File: config.mk
export PLATFORM = sky130hd
export DESIGN_NAME = pids_regs
export DESIGN_NICKNAME = d
export VERILOG_FILES = /design/src/pids_pkg.sv /design/src/pids_regs.sv /design/src/pids_flag_cell.sv /design/src/pids_cable_diag.sv
export SDC_FILE = /design/constraint.sdc
export NUM_CORES = 1
export LEC_CHECK = 0
export ABC_AREA = 0
export BUFFER_PORTS_ARGS = -buffer_cell sky130_fd_sc_hd__buf_2
export CORE_MARGIN = 2
export CORE_UTILIZATION = 55
export DETAILED_ROUTE_END_ITERATION = 8
export GPL_TIMING_DRIVEN = 0
export PLACE_DENSITY = 0.84
export SLEW_MARGIN = 10
export SYNTH_ARGS = -nofsm -noshare
export SYNTH_HDL_FRONTEND = slang
export SYNTH_HIERARCHICAL = 1
export SYNTH_SLANG_ARGS = --single-unit
File: constraint.sdc
create_clock -name clk -period 1.8 [get_ports clk]
set_input_delay 0.18 -clock clk [delete_from_list [all_inputs] [get_ports clk]]
set_output_delay 0.18 -clock clk [all_outputs]
set_load 0.02 [all_outputs]
File: src/pids_pkg.sv
package pids_pkg;

  // ----------------------------------------------------------------
  // register offsets on the management interface
  // ----------------------------------------------------------------
  localparam logic [4:0] ADDR_INT_CTRL  = 5'h1b;
  localparam logic [4:0] ADDR_CABLE     = 5'h1d;
  localparam logic [4:0] ADDR_PHY_CTRL1 = 5'h1e;
  localparam logic [4:0] ADDR_PHY_CTRL2 = 5'h1f;

  // ----------------------------------------------------------------
  // field positions
  // ----------------------------------------------------------------
  localparam int FLAG_COUNT      = 8;
  localparam int INT_EN_LSB      = 8;
  localparam int INT_EN_W        = 6;
  localparam int DIAG_EN_BIT     = 15;
  localparam int DIAG_RES_LSB    = 13;
  localparam int DIAG_SHORT_BIT  = 12;
  localparam int DIAG_RSV_LSB    = 9;
  localparam int DIAG_RSV_W      = 3;
  localparam int DIAG_CNT_W      = 9;
  localparam int PC1_PAUSE_BIT   = 9;
  localparam int PC1_LINK_BIT    = 8;
  localparam int PC1_POL_BIT     = 7;
  localparam int PC2_LEVEL_BIT   = 9;

  // ----------------------------------------------------------------
  // values after reset and result codes
  // ----------------------------------------------------------------
  localparam logic                  FLAG_RST     = 1'b0;
  localparam logic [INT_EN_W-1:0]   INT_EN_RST   = 6'h00;
  localparam logic                  LEVEL_RST    = 1'b0;
  localparam logic [DIAG_RSV_W-1:0] DIAG_RSV_RST = 3'h0;
  localparam logic [1:0]            DIAG_RES_RST = 2'h0;
  localparam logic [DIAG_CNT_W-1:0] DIAG_CNT_RST = 9'h000;
  localparam logic [15:0]           RDATA_RST    = 16'h0000;
  localparam logic [1:0]            RES_NORMAL   = 2'h0;
  localparam logic [1:0]            RES_OPEN     = 2'h1;
  localparam logic [1:0]            RES_SHORT    = 2'h2;
  localparam logic [1:0]            RES_FAILED   = 2'h3;

endpackage

File: src/pids_regs.sv
// What this block does
// - page received interrupt enable, reset zero
// - parallel detect fault enable, reset zero
// - partner acknowledge enable, reset zero
// - link down enable, reset zero
// - remote fault enable, reset zero
// - link up enable, reset zero
// - jabber flag set on jabber
// - receive error flag set on error
// - page received flag set on page
// - parallel detect fault flag set
// - partner acknowledge flag set
// - link down flag set
// - remote fault flag set
// - link up flag set
// - start bit self clears after test
// - results valid once start bit clear
// - result code normal/open/short/failed
// - short cable bit under ten metres
// - pause capability bit, upper bits zero
// - receive polarity reversed bit
// - interrupt pin polarity control bit
`timescale 1ns/1ps
module pids_regs
  import pids_pkg::*;
(
  // clock and reset
  clk,
  rst_n,
  // register access from the management frame engine
  reg_addr,
  reg_wr,
  reg_rd,
  reg_wdata,
  reg_rdata,
  reg_rvalid,
  // link events, one cycle pulses
  evt_jabber,
  evt_rx_error,
  evt_page_rcvd,
  evt_pd_fault,
  evt_lp_ack,
  evt_link_down,
  evt_remote_fault,
  evt_link_up,
  // live status
  sts_pause,
  sts_link,
  sts_pol_rev,
  // cable diagnostic engine
  cable_diagnostic_start,
  cable_diagnostic_done,
  cable_diagnostic_result,
  cable_diagnostic_short,
  cable_diagnostic_count,
  // interrupt pin
  int_pin
);

  // ----------------------------------------------------------------
  // port declarations
  // ----------------------------------------------------------------
  input  wire logic                  clk;
  input  wire logic                  rst_n;
  input  wire logic [4:0]            reg_addr;
  input  wire logic                  reg_wr;
  input  wire logic                  reg_rd;
  input  wire logic [15:0]           reg_wdata;
  output logic [15:0]                reg_rdata;
  output logic                       reg_rvalid;
  input  wire logic                  evt_jabber;
  input  wire logic                  evt_rx_error;
  input  wire logic                  evt_page_rcvd;
  input  wire logic                  evt_pd_fault;
  input  wire logic                  evt_lp_ack;
  input  wire logic                  evt_link_down;
  input  wire logic                  evt_remote_fault;
  input  wire logic                  evt_link_up;
  input  wire logic                  sts_pause;
  input  wire logic                  sts_link;
  input  wire logic                  sts_pol_rev;
  output logic                       cable_diagnostic_start;
  input  wire logic                  cable_diagnostic_done;
  input  wire logic [1:0]            cable_diagnostic_result;
  input  wire logic                  cable_diagnostic_short;
  input  wire logic [DIAG_CNT_W-1:0] cable_diagnostic_count;
  output logic                       int_pin;

  // ----------------------------------------------------------------
  // state
  // ----------------------------------------------------------------
  typedef struct packed {
    logic [INT_EN_W-1:0]   int_en;
    logic                  int_level;
    logic [DIAG_RSV_W-1:0] diag_rsv;
    logic [15:0]           rdata;
    logic                  rvalid;
    logic                  int_pin;
  } pids_regs_state_type;

  pids_regs_state_type s_q;
  pids_regs_state_type s_d;

  logic [FLAG_COUNT-1:0] evt_vec;
  logic [FLAG_COUNT-1:0] flag_vec;
  logic                  flag_clear;
  logic                  wr_int;
  logic                  wr_cable;
  logic                  wr_ctrl2;
  logic                  diag_start_req;
  logic                  diag_busy;
  logic [1:0]            diag_result;
  logic                  diag_short;
  logic [DIAG_CNT_W-1:0] diag_count;
  logic                  int_active;
  logic [15:0]           rd_mux;

  // ----------------------------------------------------------------
  // address decode
  // ----------------------------------------------------------------
  // write strobes per register
  assign wr_int   = reg_wr && (reg_addr == ADDR_INT_CTRL);
  assign wr_cable = reg_wr && (reg_addr == ADDR_CABLE);
  assign wr_ctrl2 = reg_wr && (reg_addr == ADDR_PHY_CTRL2);

  assign flag_clear = reg_rd && (reg_addr == ADDR_INT_CTRL);

  // ----------------------------------------------------------------
  // event flags
  // ----------------------------------------------------------------
  // bit order matches the flag field of the interrupt register
  assign evt_vec = {evt_jabber, evt_rx_error, evt_page_rcvd, evt_pd_fault,
                    evt_lp_ack, evt_link_down, evt_remote_fault, evt_link_up};

  for (genvar i = 0; i < FLAG_COUNT; i++) begin : g_flag
    pids_flag_cell u_flag (
      .clk      (clk),
      .rst_n    (rst_n),
      .event_in (evt_vec[i]),
      .clear_in (flag_clear),
      .flag     (flag_vec[i])
    );
  end

  // ----------------------------------------------------------------
  // cable diagnostic
  // ----------------------------------------------------------------
  // write of one starts test
  assign diag_start_req = wr_cable && reg_wdata[DIAG_EN_BIT];

  pids_cable_diag u_diag (
    .clk         (clk),
    .rst_n       (rst_n),
    .start_req   (diag_start_req),
    .test_done   (cable_diagnostic_done),
    .test_result (cable_diagnostic_result),
    .test_short  (cable_diagnostic_short),
    .test_count  (cable_diagnostic_count),
    .busy        (diag_busy),
    .start_pulse (cable_diagnostic_start),
    .result      (diag_result),
    .short_cable (diag_short),
    .fault_count (diag_count)
  );

  // ----------------------------------------------------------------
  // interrupt gating
  // ----------------------------------------------------------------
  // enabled flags assert pin
  // jabber and receive error flags have no enable here, so never gate
  assign int_active = |(flag_vec[INT_EN_W-1:0] & s_q.int_en);

  // ----------------------------------------------------------------
  // read data mux
  // ----------------------------------------------------------------
  // unmapped offsets read as zero; cable register reserved bits 11:9 read back as written, other reserved bits read as zero
  always_comb begin
    rd_mux = 16'h0000;
    case (reg_addr)
      ADDR_INT_CTRL: begin
        rd_mux[INT_EN_LSB +: INT_EN_W] = s_q.int_en;
        rd_mux[FLAG_COUNT-1:0]         = flag_vec;
      end
      ADDR_CABLE: begin
        rd_mux[DIAG_EN_BIT]                = diag_busy;
        rd_mux[DIAG_RES_LSB +: 2]          = diag_result;
        rd_mux[DIAG_SHORT_BIT]             = diag_short;
        rd_mux[DIAG_RSV_LSB +: DIAG_RSV_W] = s_q.diag_rsv;
        rd_mux[DIAG_CNT_W-1:0]             = diag_count;
      end
      ADDR_PHY_CTRL1: begin
        rd_mux[PC1_PAUSE_BIT] = sts_pause;
        rd_mux[PC1_LINK_BIT]  = sts_link;
        rd_mux[PC1_POL_BIT]   = sts_pol_rev;
      end
      ADDR_PHY_CTRL2: begin
        rd_mux[PC2_LEVEL_BIT] = s_q.int_level;
      end
      default: begin
        rd_mux = 16'h0000;
      end
    endcase
  end

  // ----------------------------------------------------------------
  // next state
  // ----------------------------------------------------------------
  // writes to read-only fields are dropped without notice
  always_comb begin
    s_d        = s_q;
    s_d.rvalid = reg_rd;
    if (reg_rd) begin
      s_d.rdata = rd_mux;
    end
    if (wr_int) begin
      s_d.int_en = reg_wdata[INT_EN_LSB +: INT_EN_W];
    end
    if (wr_cable) begin
      s_d.diag_rsv = reg_wdata[DIAG_RSV_LSB +: DIAG_RSV_W];
    end
    if (wr_ctrl2) begin
      s_d.int_level = reg_wdata[PC2_LEVEL_BIT];
    end
    s_d.int_pin = s_q.int_level ? int_active : !int_active;
  end

  // state register; pin idles high since level resets to active low
  always_ff @(posedge clk) begin
    if (!rst_n) begin
      s_q <= '{int_en: INT_EN_RST, int_level: LEVEL_RST, diag_rsv: DIAG_RSV_RST,
               rdata: RDATA_RST, rvalid: 1'b0, int_pin: 1'b1};
    end else begin
      s_q <= s_d;
    end
  end

  // ----------------------------------------------------------------
  // outputs
  // ----------------------------------------------------------------
  assign reg_rdata  = s_q.rdata;
  assign reg_rvalid = s_q.rvalid;
  assign int_pin    = s_q.int_pin;
endmodule

File: src/pids_flag_cell.sv
`timescale 1ns/1ps
module pids_flag_cell
  import pids_pkg::*;
(
  // clock and reset
  input  wire logic clk,
  input  wire logic rst_n,
  // event in, read clear in
  input  wire logic event_in,
  input  wire logic clear_in,
  // sticky flag
  output logic      flag
);

  typedef struct packed {
    logic flag;
  } pids_flag_state_type;

  pids_flag_state_type s_q;
  pids_flag_state_type s_d;

  // set is applied after clear so an event never gets lost
  always_comb begin
    s_d = s_q;
    if (clear_in) begin
      s_d.flag = 1'b0;
    end
    if (event_in) begin
      s_d.flag = 1'b1;
    end
  end

  // state register
  always_ff @(posedge clk) begin
    if (!rst_n) begin
      s_q.flag <= FLAG_RST;
    end else begin
      s_q <= s_d;
    end
  end

  assign flag = s_q.flag;
endmodule

File: src/pids_cable_diag.sv
`timescale 1ns/1ps
module pids_cable_diag
  import pids_pkg::*;
(
  // clock and reset
  input  wire logic                  clk,
  input  wire logic                  rst_n,
  // start request from register write
  input  wire logic                  start_req,
  // analog test engine
  input  wire logic                  test_done,
  input  wire logic [1:0]            test_result,
  input  wire logic                  test_short,
  input  wire logic [DIAG_CNT_W-1:0] test_count,
  // state seen by registers and engine
  output logic                       busy,
  output logic                       start_pulse,
  output logic [1:0]                 result,
  output logic                       short_cable,
  output logic [DIAG_CNT_W-1:0]      fault_count
);

  typedef enum logic {DIAG_IDLE, DIAG_RUN} pids_diag_phase_type;

  typedef struct packed {
    pids_diag_phase_type   phase;
    logic                  start_pulse;
    logic [1:0]            result;
    logic                  short_cable;
    logic [DIAG_CNT_W-1:0] count;
  } pids_diag_state_type;

  pids_diag_state_type s_q;
  pids_diag_state_type s_d;

  // test sequencer; a start while running is ignored
  always_comb begin
    s_d = s_q;
    s_d.start_pulse = 1'b0;
    case (s_q.phase)
      DIAG_IDLE: begin
        if (start_req) begin
          s_d.phase       = DIAG_RUN;
          s_d.start_pulse = 1'b1;
        end
      end
      DIAG_RUN: begin
        if (test_done) begin
          s_d.phase       = DIAG_IDLE;
          s_d.result      = test_result;
          s_d.short_cable = test_short;
          s_d.count       = test_count;
        end
      end
      default: begin
        s_d.phase = DIAG_IDLE;
      end
    endcase
  end

  // state register
  always_ff @(posedge clk) begin
    if (!rst_n) begin
      s_q <= '{phase: DIAG_IDLE, start_pulse: 1'b0, result: DIAG_RES_RST,
               short_cable: 1'b0, count: DIAG_CNT_RST};
    end else begin
      s_q <= s_d;
    end
  end

  assign busy        = (s_q.phase == DIAG_RUN);
  assign start_pulse = s_q.start_pulse;
  assign result      = s_q.result;
  assign short_cable = s_q.short_cable;
  assign fault_count = s_q.count;
endmodule

==> results.md <==
* Post-CTS Hold Fix Bufs at 0
* Via count at 1955
* Syn Inst Count at 242
* Synth top area share at 0.432
* DR WL/cell at 14.7 um
* Peak fanout along the critical path at 17
* Xor/xnor share of the synthesized area at 0.00756
* Pleak at 1.15 nW
* Critical-path cell list: clkbuf_2 -> nand2_1 -> nor3_2 -> buf_6 -> nor2b_4 -> o21a_1
* Syn Nets at 291
* CP Launch Type: input pin
* Max IR drop VDD at 0.463 mV
* Core area at 0.00403 mm^2
* DIE HEIGHT at 68.9 um
* Setup bufs post-CTS at 0
* TNS Setup at 0 ns
* Worst Tran Pin Value at 0.405 ns
* Worst slack at placement at 0.305 ns
* Adder-Cell Fraction of Synth Area at 0
* Minimum clock period at 1.19 ns
* Die Wd at 68.9 um
* Worst Setup End Kind: register
* Number of CTS-inserted buffers at 5
* Routed metal-1 wirelength at 2220 um
* CTS clk-pin slew, worst paths at 0.09 ns
* Vias in the first global route at 1704
* Nets at 353
* Met2 wire length at 2580 um
* Max Cap Violations at 0
* Clock Latency Late Sink at 0.31 ns
* Slew HR at 0.726
* ANT nets after route at 0
* CTS sink count at 50
* Placement row count at 23
* Slew Viols, Final at 0
* Fmax at 0.838 GHz
* CP peak stage delay at 0.34 ns
* Drt pass-1 iters at 5
* CP max-delay cell: nor3_2
* Final WS setup at 0.607 ns
* RSZ-0062 raised after global routing: false
* Seq/Total Area, Yosys at 0.432
* WL final at 5200 um
* Cell Area, Synth at 0.00232 mm^2
* Hpwl dp at 3780 um
* IO Count at 68
* Clock Tree Buf Depth at 2
* Post-cts sizing count at 0
* Final setup fails at 0
* Initial drt markers at 188
* Port Buffers at 55
* R2R Setup Slk at 0.74 ns
* Gpl congestion at 0.881
* Dominant synthesized flop cell: dfxtp_1
* Clock skew at 0.00420 ns
* H-tree depth at 2
* Largest family of logic cells by synthesized area: simple AND/OR/NAND/NOR gates
* Root Driver: clkbuf_8
* CP delay by family, top: simple AND/OR/NAND/NOR gates
* Largest net degree at the start of global routing at 18
* Yosys top cell by area: dfxtp_1
* Area growth from synthesis to final layout at 19.2%
* Synth unique cells at 39
* Number of synthesized register bits at 50
* Global Route Usage Sum at 0.236
* Crit path required time at 2.01 ns
* Antenna diode count at 0
* Status: finished, final reports clean
* Final Hold Vio Count at 0
* Buf/Inv on CP at 2
* Yosys warns at 6
* CTS tree: built
* Full die area at 0.00475 mm^2
* Share of cells above drive strength 1 at 0.370
* Met3 WL post-DR at 337 um
* Vias per inst at 5.51
* Hold/Removal Path Class: in2reg
* Data arrival at the endpoint of the critical path at 1.40 ns
* Top cells by area, synth: dfxtp_1 (43%), buf_4 (6.2%), a222oi_1 (4.8%)
* Initial core utilization at 0.575
* Complex-gate fraction of the synthesized area at 0.203
* Mean Syn Cell Area at 9.58 um^2
* Total Power at 2.10 mW
* Final period util at 0.663
* Number of synthesized flops with an enable pin at 0
* Most frequent cell after synthesis: dfxtp_1
* Most instantiated cells after synthesis: dfxtp_1 (50), nand2_1 (29), buf_4 (19)
* Drt drc at 0
* Asr flop ratio synth at 0
* Setup Crit Path Kind: in2reg
* GRT Residual Overflow at 0
* Initial antenna violation count at 0
* Top layer reached by signal wires: met4
* Pwr/cell area at 759 mW/mm^2
* First-pass GRT wire length at 8090 um
* Post-Synth Simple-Gate Area at 0.240
* Post-synthesis mux area share at 0.0130
==> cells by family (layout without fill, tap and decap cells) <==
| logic type | after synthesis | after routing |
|---|---|---|
| and+or+nand+nor | 90 | 90 |
| AOI/OAI and AO/OA | 62 | 62 |
| DFF | 50 | 50 |
| buffers and inverters | 35 | 98 |
| muxes | 3 | 3 |
| xor gates and xnor gates | 2 | 2 |
==> layer usage <==
layer / vias up / GRT usage
met3: 7 / 0.0601
met4: 0 / 0.0588
li1: 979 / -
met1: 905 / 0.300
met5: - / 0
met2: 64 / 0.399
==> registers in the layout (all words and copies together) (netlist names), 2 cells and up <==
| signal | flops |
|---|---|
| u_diag/fault_count | 9 |
| u_diag/result | 2 |
| reg_rdata | 16 |
| s_q | 10 |
| g_flag.u_flag/flag | 8 |
==> cells in the final DEF, fill, tap and decap left out, types with 3 or more instances in the layout <==
master    count
nand4_1      13
nand3_1       5
o21a_1        8
dfxtp_1      50
nor2b_4       8
buf_4        19
nor2b_1      15
inv_1         3
o21ai_0       9
o21ai_1       4
clkbuf_1      5
buf_2        60
a21oi_1       4
o21ai_2      10
nand2_1      29
mux2i_1       3
a22oi_1       3
nor2_1        9
a222oi_1     11
a21boi_0      9
clkbuf_8      5
==> layout make-up <==
class                      instances  area, um^2
fill                             366        1270
clock buffer                       7        76.3
clock inverter                     1        30.0
buffer                            31         226
tap                               50        62.6
sequential                        50        1000
timing repair buffer              55         275
multi-input combinational        157        1070
inverter                           4        15.0
==> power breakdown <==
part           internal, mW  switching, mW  leakage, nW
logic                0.0894         0.0927        0.692
registers              1.12         0.0131        0.406
clock network         0.416          0.362       0.0524
total                  1.63          0.468         1.15
==> path summary, 6_finish.rpt <==
path | from | end | depth (start not counted)
min | evt_rx_error | g_flag[6].u_flag/flag$_SDFFE_PN0P_ | 2
min reg2reg | reg_rdata[8]$_SDFFE_PN0P_ | reg_rdata[8]$_SDFFE_PN0P_ | 2
max | reg_addr[4] | g_flag[1].u_flag/flag$_SDFFE_PN0P_ | 6
max reg2reg | s_q[22]$_SDFFE_PN0P_ | reg_rdata[8]$_SDFFE_PN0P_ | 3
==> per-stage QoR <==
step                instance area (um^2)  std cells   util  hold slack, ns
finish                              2760        355  0.685          0.0751
global route                        2760        355  0.685          0.0721
CTS                                 2760        355  0.685          0.0746
detailed placement                  2660        347  0.659           0.390
global placement                    2660        347  0.659           0.388
floorplan                           2320        242      -           0.297
No activity file was read; power rests on OpenSTA's default activity.
